File: src/phybc_defines.svh
// phybc_defines.svh: constants for the basic control low-bit register block.
// assumes inclusion by bare name from every design file that needs it.
`ifndef PHYBC_DEFINES_SVH
`define PHYBC_DEFINES_SVH

// management register number of the control register
`define PHYBC_REG_CONTROL 5'h00

// field positions inside the control register
`define PHYBC_BIT_AN_ENABLE 12
`define PHYBC_BIT_POWER_DOWN 11
`define PHYBC_BIT_ISOLATE 10
`define PHYBC_BIT_RESTART 9
`define PHYBC_BIT_DUPLEX 8
`define PHYBC_BIT_COLTEST 7
`define PHYBC_RSVD_ZERO 7'h00
`define PHYBC_UPPER_MSB 15
`define PHYBC_UPPER_LSB 12

// reset values of the stored control bits
`define PHYBC_RST_POWER_DOWN 1'b0
`define PHYBC_RST_ISOLATE 1'b0
`define PHYBC_RST_RESTART 1'b0
`define PHYBC_RST_COLTEST 1'b0
`define PHYBC_RST_DUPLEX 1'b0

// management frame layout
`define PHYBC_PREAMBLE_ONES 6'd32
`define PHYBC_OP_READ 2'b10
`define PHYBC_OP_WRITE 2'b01
`define PHYBC_OP_LAST 5'd1
`define PHYBC_ADDR_LAST 5'd4
`define PHYBC_TA_LAST 5'd1
`define PHYBC_DATA_LAST 5'd15
`define PHYBC_CNT_ZERO 5'd0
`define PHYBC_CNT_ONE 5'd1

// strap is taken once the two-stage synchroniser has filled
`define PHYBC_STRAP_SETTLE 2'd2

// number of pin inputs passing the synchroniser
`define PHYBC_SYNC_WIDTH 5

`endif

File: src/phybc_pkg.sv
// phybc_pkg.sv: types for the basic control low-bit register block.
// assumes phybc_defines.svh is on the include path.
`include "phybc_defines.svh"

package phybc_pkg;

   typedef enum logic [2:0] {
      PHYBC_ST_PREAMBLE,
      PHYBC_ST_START,
      PHYBC_ST_OPCODE,
      PHYBC_ST_PHYADDR,
      PHYBC_ST_REGADDR,
      PHYBC_ST_TURN,
      PHYBC_ST_DATA
   } phybc_frame_state_type;

   typedef struct packed {
      // frame engine
      logic mdc_prev;
      phybc_frame_state_type state;
      logic [4:0] bit_cnt;
      logic [5:0] ones_cnt;
      logic [1:0] opcode;
      logic [4:0] phy_addr;
      logic [4:0] reg_addr;
      logic [15:0] shift;
      logic mdio_out;
      logic mdio_oe;
      // strap capture
      logic [1:0] strap_cnt;
      logic strap_done;
      // control bits
      logic power_down;
      logic isolate;
      logic restart;
      logic duplex;
      logic coltest;
      // registered outputs
      logic col;
      logic power_down_active;
      logic mii_isolate;
      logic an_restart_req;
      logic full_duplex;
      logic speed_100;
      logic wr_stb;
      logic [15:0] wr_data;
   } phybc_state_type;

endpackage : phybc_pkg

File: src/phybc_sync.sv
// phybc_sync.sv: two-stage synchroniser for pin inputs.
// assumes the inputs are asynchronous levels; clock enable freezes it too.
`timescale 1ns/1ps
`default_nettype none

module phybc_sync #(
   parameter int WIDTH = 1
) (
   input wire logic clk,
   input wire logic rstn,
   input wire logic ce,
   input wire logic [WIDTH-1:0] async_in,
   output logic [WIDTH-1:0] sync_out
);
   logic [WIDTH-1:0] stage1_reg;
   logic [WIDTH-1:0] stage2_reg;

   // first stage feeds only the second
   always_ff @(posedge clk)
   begin
      if (!rstn)
      begin
         stage1_reg <= '0;
         stage2_reg <= '0;
      end
      else if (ce)
      begin
         stage1_reg <= async_in;
         stage2_reg <= stage1_reg;
      end
   end

   assign sync_out = stage2_reg;
endmodule : phybc_sync

`default_nettype wire

File: src/phybc_top.sv
// phybc_top.sv: low twelve bits of the basic mode control register, with the
// serial management frame engine that reaches it.
// assumes mdc, mdio, tx_en, the power-down pin and the strap are asynchronous;
// negotiation and upper control bits live in neighbouring logic on clk.
//
// Summary of operation
// - power-down bit shuts transceiver functions, only management registers stay alive
// - effective power-down is control bit ORed with external pin
// - external active-low pin asserted sets the power-down bit
// - isolate bit set detaches port from MII, management still works
// - writing one to restart bit restarts auto-negotiation from the beginning
// - restart write ignored while auto-negotiation enable is zero
// - restart bit reads one until negotiation begins, then self-clears
// - writing zero to restart bit never disturbs running negotiation
// - without negotiation, duplex bit selects full or half; reset from strap
// - collision test: COL follows TX_EN assertion within 512 bit times
// - collision test: COL drops within 4 bit times after TX_EN drops
// - reserved bits 6:0 ignore writes and read as zero
// - with negotiation enabled, duplex and speed bits are ignored
`timescale 1ns/1ps
`default_nettype none
`include "phybc_defines.svh"

module phybc_top (
   input wire logic clk,
   input wire logic rstn,
   input wire logic ce,
   input wire logic mdc,
   input wire logic mdio_in,
   output logic mdio_out,
   output logic mdio_oe,
   input wire logic [4:0] phy_address,
   input wire logic power_down_irq_pin_n,
   input wire logic duplex_strap,
   input wire logic tx_en,
   input wire logic [3:0] upper_ctrl_bits,
   input wire logic an_enable,
   input wire logic speed_sel,
   input wire logic an_started,
   input wire logic an_full_duplex,
   input wire logic an_speed_100,
   output logic col,
   output logic power_down_active,
   output logic mii_isolate,
   output logic an_restart_req,
   output logic full_duplex,
   output logic speed_100,
   output logic wr_stb,
   output logic [15:0] wr_data
);
   import phybc_pkg::*;

   phybc_state_type r_reg;
   phybc_state_type r_next;
   phybc_state_type r_reset;

   logic [`PHYBC_SYNC_WIDTH-1:0] pins_async;
   logic [`PHYBC_SYNC_WIDTH-1:0] pins_sync;
   logic mdc_s;
   logic mdio_s;
   logic pd_pin_s;
   logic tx_en_s;
   logic strap_s;
   logic mdc_rise;
   logic mdc_fall;
   logic frame_read;
   logic frame_ours;
   logic [15:0] read_word;

   // pin inverted ahead of the synchroniser, so its zero reset reads as released
   assign pins_async = {mdc, mdio_in, ~power_down_irq_pin_n, tx_en, duplex_strap};

   phybc_sync #(
      .WIDTH(`PHYBC_SYNC_WIDTH)
   ) u_sync (
      .clk(clk),
      .rstn(rstn),
      .ce(ce),
      .async_in(pins_async),
      .sync_out(pins_sync)
   );

   assign mdc_s = pins_sync[4];
   assign mdio_s = pins_sync[3];
   assign pd_pin_s = pins_sync[2];
   assign tx_en_s = pins_sync[1];
   assign strap_s = pins_sync[0];

   assign mdc_rise = mdc_s & ~r_reg.mdc_prev;
   assign mdc_fall = ~mdc_s & r_reg.mdc_prev;
   assign frame_ours = (r_reg.phy_addr == phy_address);
   assign frame_read = (r_reg.opcode == `PHYBC_OP_READ);

   // read view of register zero; upper bits come from neighbouring logic
   always_comb
   begin
      read_word = '0;
      read_word[`PHYBC_UPPER_MSB:`PHYBC_UPPER_LSB] = upper_ctrl_bits;
      read_word[`PHYBC_BIT_POWER_DOWN] = r_reg.power_down;
      read_word[`PHYBC_BIT_ISOLATE] = r_reg.isolate;
      read_word[`PHYBC_BIT_RESTART] = r_reg.restart;
      read_word[`PHYBC_BIT_DUPLEX] = r_reg.duplex;
      read_word[`PHYBC_BIT_COLTEST] = r_reg.coltest;
      read_word[`PHYBC_BIT_COLTEST-1:0] = `PHYBC_RSVD_ZERO;
   end

   always_comb
   begin
      r_reset = '0;
      r_reset.state = PHYBC_ST_PREAMBLE;
      r_reset.power_down = `PHYBC_RST_POWER_DOWN;
      r_reset.isolate = `PHYBC_RST_ISOLATE;
      r_reset.restart = `PHYBC_RST_RESTART;
      r_reset.duplex = `PHYBC_RST_DUPLEX;
      r_reset.coltest = `PHYBC_RST_COLTEST;
   end

   always_comb
   begin
      r_next = r_reg;
      r_next.mdc_prev = mdc_s;
      r_next.wr_stb = 1'b0;

      // frame engine samples mdio on rising mdc
      if (mdc_rise)
      begin
         r_next.bit_cnt = r_reg.bit_cnt + `PHYBC_CNT_ONE;
         case (r_reg.state)
            PHYBC_ST_PREAMBLE:
            begin
               if (mdio_s)
               begin
                  if (r_reg.ones_cnt != `PHYBC_PREAMBLE_ONES)
                  begin
                     r_next.ones_cnt = r_reg.ones_cnt + 6'h01;
                  end
               end
               else
               begin
                  // a zero after a full preamble is the first start bit
                  if (r_reg.ones_cnt == `PHYBC_PREAMBLE_ONES)
                  begin
                     r_next.state = PHYBC_ST_START;
                  end
                  r_next.ones_cnt = '0;
               end
            end
            PHYBC_ST_START:
            begin
               r_next.bit_cnt = `PHYBC_CNT_ZERO;
               r_next.state = mdio_s ? PHYBC_ST_OPCODE : PHYBC_ST_PREAMBLE;
            end
            PHYBC_ST_OPCODE:
            begin
               r_next.opcode = {r_reg.opcode[0], mdio_s};
               if (r_reg.bit_cnt == `PHYBC_OP_LAST)
               begin
                  r_next.bit_cnt = `PHYBC_CNT_ZERO;
                  r_next.state = PHYBC_ST_PHYADDR;
               end
            end
            PHYBC_ST_PHYADDR:
            begin
               r_next.phy_addr = {r_reg.phy_addr[3:0], mdio_s};
               if (r_reg.bit_cnt == `PHYBC_ADDR_LAST)
               begin
                  r_next.bit_cnt = `PHYBC_CNT_ZERO;
                  r_next.state = PHYBC_ST_REGADDR;
               end
            end
            PHYBC_ST_REGADDR:
            begin
               r_next.reg_addr = {r_reg.reg_addr[3:0], mdio_s};
               if (r_reg.bit_cnt == `PHYBC_ADDR_LAST)
               begin
                  r_next.bit_cnt = `PHYBC_CNT_ZERO;
                  r_next.state = PHYBC_ST_TURN;
                  // unsupported opcodes drop the frame and need a fresh preamble
                  if (r_reg.opcode != `PHYBC_OP_READ && r_reg.opcode != `PHYBC_OP_WRITE)
                  begin
                     r_next.state = PHYBC_ST_PREAMBLE;
                  end
               end
            end
            PHYBC_ST_TURN:
            begin
               if (r_reg.bit_cnt == `PHYBC_TA_LAST)
               begin
                  r_next.bit_cnt = `PHYBC_CNT_ZERO;
                  r_next.state = PHYBC_ST_DATA;
                  // other registers read as zero here; they live elsewhere
                  r_next.shift = (r_reg.reg_addr == `PHYBC_REG_CONTROL) ? read_word : '0;
               end
            end
            PHYBC_ST_DATA:
            begin
               if (!frame_read)
               begin
                  r_next.shift = {r_reg.shift[14:0], mdio_s};
               end
               if (r_reg.bit_cnt == `PHYBC_DATA_LAST)
               begin
                  r_next.state = PHYBC_ST_PREAMBLE;
                  r_next.ones_cnt = '0;
                  if (!frame_read && frame_ours)
                  begin
                     r_next.wr_stb = 1'b1;
                     r_next.wr_data = {r_reg.shift[14:0], mdio_s};
                  end
               end
            end
            default:
            begin
               r_next.state = PHYBC_ST_PREAMBLE;
            end
         endcase
      end

      // read data leaves on falling mdc so the controller samples it stable
      if (mdc_fall)
      begin
         r_next.mdio_oe = 1'b0;
         r_next.mdio_out = 1'b0;
         if (frame_read && frame_ours)
         begin
            if (r_reg.state == PHYBC_ST_TURN && r_reg.bit_cnt == `PHYBC_TA_LAST)
            begin
               r_next.mdio_oe = 1'b1;
            end
            else if (r_reg.state == PHYBC_ST_DATA)
            begin
               r_next.mdio_oe = 1'b1;
               r_next.mdio_out = r_reg.shift[15];
               r_next.shift = {r_reg.shift[14:0], 1'b0};
            end
         end
      end

      // strap caught once the synchroniser holds a settled level
      if (!r_reg.strap_done)
      begin
         if (r_reg.strap_cnt == `PHYBC_STRAP_SETTLE)
         begin
            r_next.duplex = strap_s;
            r_next.strap_done = 1'b1;
         end
         else
         begin
            r_next.strap_cnt = r_reg.strap_cnt + 2'h1;
         end
      end

      if (an_started)
      begin
         r_next.restart = 1'b0;
      end

      if (r_reg.wr_stb && r_reg.reg_addr == `PHYBC_REG_CONTROL)
      begin
         r_next.power_down = r_reg.wr_data[`PHYBC_BIT_POWER_DOWN];
         r_next.isolate = r_reg.wr_data[`PHYBC_BIT_ISOLATE];
         r_next.duplex = r_reg.wr_data[`PHYBC_BIT_DUPLEX];
         r_next.coltest = r_reg.wr_data[`PHYBC_BIT_COLTEST];
         // restart only on one with negotiation on
         if (r_reg.wr_data[`PHYBC_BIT_RESTART] && an_enable)
         begin
            r_next.restart = 1'b1;
         end
      end

      if (pd_pin_s)
      begin
         r_next.power_down = 1'b1;
      end

      r_next.power_down_active = r_next.power_down | pd_pin_s;
      r_next.mii_isolate = r_next.isolate;
      r_next.an_restart_req = r_next.restart;
      r_next.col = r_reg.coltest & tx_en_s;
      r_next.full_duplex = an_enable ? an_full_duplex : r_reg.duplex;
      r_next.speed_100 = an_enable ? an_speed_100 : speed_sel;
   end

   // clock enable low freezes everything
   always_ff @(posedge clk)
   begin
      if (!rstn)
      begin
         r_reg <= r_reset;
      end
      else if (ce)
      begin
         r_reg <= r_next;
      end
   end

   assign mdio_out = r_reg.mdio_out;
   assign mdio_oe = r_reg.mdio_oe;
   assign col = r_reg.col;
   assign power_down_active = r_reg.power_down_active;
   assign mii_isolate = r_reg.mii_isolate;
   assign an_restart_req = r_reg.an_restart_req;
   assign full_duplex = r_reg.full_duplex;
   assign speed_100 = r_reg.speed_100;
   assign wr_stb = r_reg.wr_stb;
   assign wr_data = r_reg.wr_data;
endmodule : phybc_top

`default_nettype wire

File: config.mk
export PLATFORM = sky130hd
export DESIGN_NAME = phybc_top
export DESIGN_NICKNAME = d
export VERILOG_FILES = /design/src/phybc_pkg.sv /design/src/phybc_sync.sv /design/src/phybc_top.sv
export VERILOG_INCLUDE_DIRS = /design/src
export SDC_FILE = /design/constraint.sdc
export NUM_CORES = 1
export LEC_CHECK = 0
export BUFFER_PORTS_ARGS = -buffer_cell sky130_fd_sc_hd__buf_2
export CAP_MARGIN = 25
export CORE_MARGIN = 8
export CORE_UTILIZATION = 55
export CTS_CLUSTER_DIAMETER = 200
export DETAILED_ROUTE_END_ITERATION = 16
export GPL_TIMING_DRIVEN = 0
export PLACE_DENSITY = 0.76
export SLEW_MARGIN = 20
export SYNTH_ARGS = -nofsm -noshare
export SYNTH_HDL_FRONTEND = slang
export SYNTH_SLANG_ARGS = --single-unit
export TNS_END_PERCENT = 5
File: constraint.sdc
create_clock -name clk -period 3.96 [get_ports clk]
set_input_delay 0.792 -clock clk [delete_from_list [all_inputs] [get_ports clk]]
set_output_delay 0.792 -clock clk [all_outputs]
set_load 0.005 [all_outputs]
==> run metrics, run 1 <==
hold_buf cts 0; Slew Limit Fails 0; post_cts resized 0; yosys warns 0; die area 10,300 um2; Post-synth ARST share 0; first-pass GRT wire length 15.4 mm; largest area contributor in the netlist dfxtp_1; Initial Utilization 0.561; startpoint types register; Slew @ Worst Pin 0.671 ns; vias in the first global route 3,194; pre-CTS setup slack 1.36 ns; drt drc 0; family with the most delay on the worst path buffers and inverters; Multi-input gate area 2030 um2; Synth Area per Inst 9.12 um2; Final HPWL DP 6.79 mm; status finished, final reports clean; routed vias/inst 5.67; worst skew pair latency 0.36 ns; RD Place Congestion 0.887; Clock Power Share 0.372; Switching Fraction 0.264; max-cap check violation count 0; CP Buf/Inv Count 3; clock buffer count from CTS 9; Int Power 0.00112 W; Clock Tree Buf Depth 2; largest cells by area after synthesis dfxtp_1 42%, mux2i_1 8.8%, nor2_1 5.4%; cell area after placement 4350 um2; Post-CTS Setup Bufs 0; port bufs 45; worst path required time 4.19 ns; Vias 3,398; aggregate global routing overflow 0; Layout area overhead 13.2%; Final Worst Setup Slack 1.57 ns; Worst-path clk slew 0.09 ns; Primary FF master, synth dfxtp_1; critical path's slowest cell dfxtp_1; Sw Pwr 0.000403 W; cell area after layout 4530 um2; Post-synth top cells 83 x dfxtp_1, 58 x nor2_1, 35 x mux2i_1, 31 x nand2_1, 24 x a21oi_1; final core occ 0.635; Post-Synthesis Net Count 469; core area 7140 um2; VDD IR-drop max 0.231 mV; initial antenna violation count 0; die height 101 um; CTS tree yes; setup violators final 0; First DRT Iteration DRCs 234; count leader, synth dfxtp_1; EDFF count, synth 0; Post-Syn Instances 439; max reg flops 49; Largest stage delay, worst path 0.38 ns; Max Clock Freq 419 MHz; Max-slew headroom 0.553; share of layout cells above drive strength 1 0.226; sequential-to-total area share from yosys stat 0.415; crit path kind register to register; Leakage Power 1.91 nW; share of total power in sequential cells 0.561; die width 101 um; Crit. End Element register; final count of hold timing violations 0; Logic pwr share 0.067; hold_ws 0.460 ns; pin count of the biggest net entering global routing 17; post-route ant nets 0; clk_skew 0.0115 ns; Synth Register Bits 83; row count 31; most frequent CP cell buf_2; GRT Util Overall 0.189; Post-Route Setup TNS 0 ns; min Tclk post-route 2.39 ns; # IOs 47; ant diodes 0; RSZ-0062 raised after global routing false; worst-path maximum fanout 10; final wirelength 9.52 mm; worst path cell trace clkbuf_1 > and3_1 > ha_1 > nor4b_1 > nand3_1 > buf_2 > buf_2 > mux2i_1 > nor2_1; FF/Latch Area 1660 um2; arrival time worst endpoint 2.62 ns; Worst Hold Class register to register; CTS Root Cell clkbuf_8; post-synth top area share 0.415; Final nets 525; H-tree depth 3; Pre-Repair DR Iteration Count 5; clk sink count 83; fin crit share 0.603; pwr/cell area 337 nW/um2; synthesized area 4000 um2; FILL cells 646; count of cell types in the netlist 62; wire per inst 15.9 um
-- final cells by class --
| class | instances | share of cell area |
|---|---|---|
| timing repair buffer | 45 | 0.0497 |
| multi-input combinational | 298 | 0.448 |
| tap | 99 | 0.0273 |
| sequential | 83 | 0.367 |
| clock buffer | 9 | 0.0273 |
| inverter | 15 | 0.0124 |
| buffer | 43 | 0.0563 |
| clock inverter | 7 | 0.0124 |
-- cell usage in the layout (no fill, tap or decap), drive strengths merged, types with 6 or more instances in the layout --
cell,count
a22oi,12
inv,19
nor2,58
nor3b,7
a21oi,24
o21ai,13
a22o,6
nand3,19
ha,8
a221o,10
clkbuf,25
mux2i,35
nand2,31
dfxtp,83
buf,72
-- per-stage QoR --
stage	std cells	power [W]
floorplan	439	0.000941
global placement	583	0.000973
detailed placement	583	0.000976
CTS	599	0.00154
global route	599	0.00159
finish	599	0.00153
-- layer usage --
metal,up-vias,global-route usage,wire length [um]
met3,20,0.0344,581
li1,1665,-,-
met1,1604,0.246,4340
met5,-,0,0
met2,109,0.301,4440
met4,0,0.0767,147
-- worst register-to-register path, stage by stage (launching register included) --
cell and delay (ns):
dfxtp_1 0.38, clkbuf_1 0.30, and3_1 0.22, ha_1 0.22, nor4b_1 0.27, nand3_1 0.12, buf_2 0.24, buf_2 0.27
mux2i_1 0.19, nor2_1 0.05
-- power by group through the flow --
stage	clock, W	sequential, W	combinational (W)
6_report	0.000569	0.000857	0.000102
2_1_floorplan	0	0.000874	0.0000670
3_5_place_dp	0	0.000877	0.0000995
3_3_place_gp	0	0.000875	0.0000974
4_1_cts	0.000578	0.000857	0.000101
5_1_grt	0.000615	0.000859	0.000114
-- worst paths after layout --
check / start / endpoint / depth (start not counted) / slack [ns]
worst max-delay path: r_reg[69] / wr_data[2] / 9 / 1.57
worst min-delay path: mdio_oe / mdio_oe / 2 / 0.46
worst min register to register: mdio_oe / mdio_oe / 2 / 0.46
worst max register to register: r_reg[69] / wr_data[2] / 9 / 1.57
-- cells by family after synthesis --
family | Yosys count | synth area share
AO/OA/AOI/OAI | 90 | 0.163
XOR/XNOR | 6 | 0.0131
adder cells (fa/ha/maj) | 8 | 0.0250
buffers and inverters | 58 | 0.0778
flip-flops | 83 | 0.415
multiplexers | 36 | 0.0903
AND/OR/NAND/NOR | 158 | 0.215
Note: power is estimated with default switching activity, not from simulation.
==> run 2: changes to the inputs <==
==> constraint.sdc (replaced) <==
create_clock -name clk -period 2.4 [get_ports clk]
set_input_delay 0.48 -clock clk [delete_from_list [all_inputs] [get_ports clk]]
set_output_delay 0.48 -clock clk [all_outputs]
set_load 0.005 [all_outputs]
==> run 2 against run 1 <==
  * Non-clock buffer count is the same
  * Die area unchanged
  * Global-route usage stayed put
  * First-iteration DRC count decreased by 9.0%
  * Total power is 65% higher
  * Critical path depth is 3 lower
  * Register-to-register slack worse by 1.4 ns
  * Count of clock-buffer cells in the layout stayed put
  * Critical path type unchanged
  * Largest cell class unchanged
==> run metrics, run 2 (synthesis gave the netlist of run 1 again) <==
die height 101 um; worst skew pair latency 0.36 ns; Worst Hold Class input port to register; Post-Route Setup TNS 0 ns; vias in the first global route 3,194; Clock Tree Buf Depth 2; Max-slew headroom 0.556; arrival time worst endpoint 2.54 ns; R2R Setup Slk 0.17 ns; Slew Limit Fails 0; Final nets 525; max reg flops 49; H-tree depth 3; crit path kind register to register; pwr/cell area 555 nW/um2; startpoint types register; ant diodes 0; hold path cells 2; pin count of the biggest net entering global routing 17; share of layout cells above drive strength 1 0.230; worst hold start power_down_irq_pin_n; Final Worst Setup Slack 0.167 ns; First DRT Iteration DRCs 213; worst path required time 2.71 ns; VDD IR-drop max 0.381 mV; CTS Root Cell clkbuf_8; routed vias/inst 5.68; clk sink count 83; row count 31; core area 7140 um2; final count of hold timing violations 0; hold_buf cts 0; Slew @ Worst Pin 0.666 ns; Layout area overhead 13.5%; first-pass GRT wire length 15.4 mm; aggregate global routing overflow 0; most frequent cells in the layout 83 x dfxtp_1, 58 x nor2_1, 48 x buf_2; # IOs 47; max-cap check violation count 0; RSZ-0062 raised after global routing false; FILL cells 646; final wirelength 9.53 mm; Max Clock Freq 448 MHz; CTS tree yes; die area 10,300 um2; die width 101 um; Post-CTS Setup Bufs 0; Final HPWL DP 6.79 mm; Worst-path clk slew 0.09 ns; Leakage Power 1.92 nW; hold_ws 0.311 ns; wire per inst 15.9 um; clock buffer count from CTS 9; min Tclk post-route 2.23 ns; pre-CTS setup slack 0.0321 ns; Pre-Repair DR Iteration Count 6; Crit Reg-Reg Startpoint r_reg[59]; setup violators final 0; cell area after placement 4350 um2; port bufs 45; post-route ant nets 0; fin crit share 0.930; Vias 3,405; initial antenna violation count 0; clk_skew 0.0109 ns; Initial Utilization 0.561; status finished, final reports clean; Crit. End Element register; total power 0.00252 W; RR Endpoint r_reg[35]; worst-path maximum fanout 10; cell area after layout 4540 um2; drt drc 0; Hold Path End u_sync.stage1_reg[2]; RD Place Congestion 0.887; most common cell after layout, fill and taps aside dfxtp_1; reg2reg path depth 6; GRT Util Overall 0.189
-- run 2: final cells by class --
| type | count | area, um2 | area share |
|---|---|---|---|
| plain buffers | 43 | 259 | 0.0570 |
| clock buffers | 9 | 124 | 0.0273 |
| clock inverters | 7 | 56.3 | 0.0124 |
| inverters | 15 | 56.3 | 0.0124 |
| multi-input cells | 298 | 2040 | 0.448 |
| flip-flops and latches | 83 | 1660 | 0.366 |
| well taps | 99 | 124 | 0.0273 |
| repair buffers | 45 | 225 | 0.0496 |
-- run 2: what timing repair did --
| action | 4_1_cts | 5_1_grt |
|---|---|---|
| setup endpoints to repair | 0 | 10 |
| endpoints found under the hold margin | 0 | 0 |
| resized for setup | 0 | 5 |
-- run 2: worst max-delay path by stage --
stage | start | end | slack, ns | cells after the start
global placement | r_reg[69] | wr_data[15] | 0.09 | 9
detailed placement | r_reg[69] | wr_data[15] | 0.03 | 9
CTS | r_reg[69] | wr_data[14] | 0.03 | 9
finish | r_reg[59] | r_reg[35] | 0.17 | 6
global route | r_reg[59] | r_reg[46] | 0.009 | 9
floorplan | r_reg[69] | wr_data[0] | 0.42 | 9
-- run 2: routing by layer --
| metal | global-route usage | share of wire |
|---|---|---|
| met2 | 0.301 | 0.47 |
| met3 | 0.0344 | 0.051 |
| met1 | 0.246 | 0.46 |
| met4 | 0.0767 | 0.011 |
| met5 | 0 | 0 |
-- run 2: metrics by stage --
step / utilization / cells
2_1_floorplan: - / 439
3_3_place_gp: 0.610 / 583
3_5_place_dp: 0.610 / 583
4_1_cts: 0.635 / 599
5_1_grt: 0.636 / 599
6_report: 0.636 / 599
-- run 2: worst max-delay path, cell delays in order (launching register included) --
cell,delay [ns]
dfxtp_1,0.36
inv_1,0.05
ha_1,0.30
nor4b_4,0.60
inv_1,0.18
a21oi_1,0.47
a22o_2,0.23
-- run 2: report_power, final --
group / switching (W) / internal, W / total, W
logic: 0.000102 / 0.0000662 / 0.000168
registers: 0.0000152 / 0.00140 / 0.00141
clock network: 0.000550 / 0.000391 / 0.000940
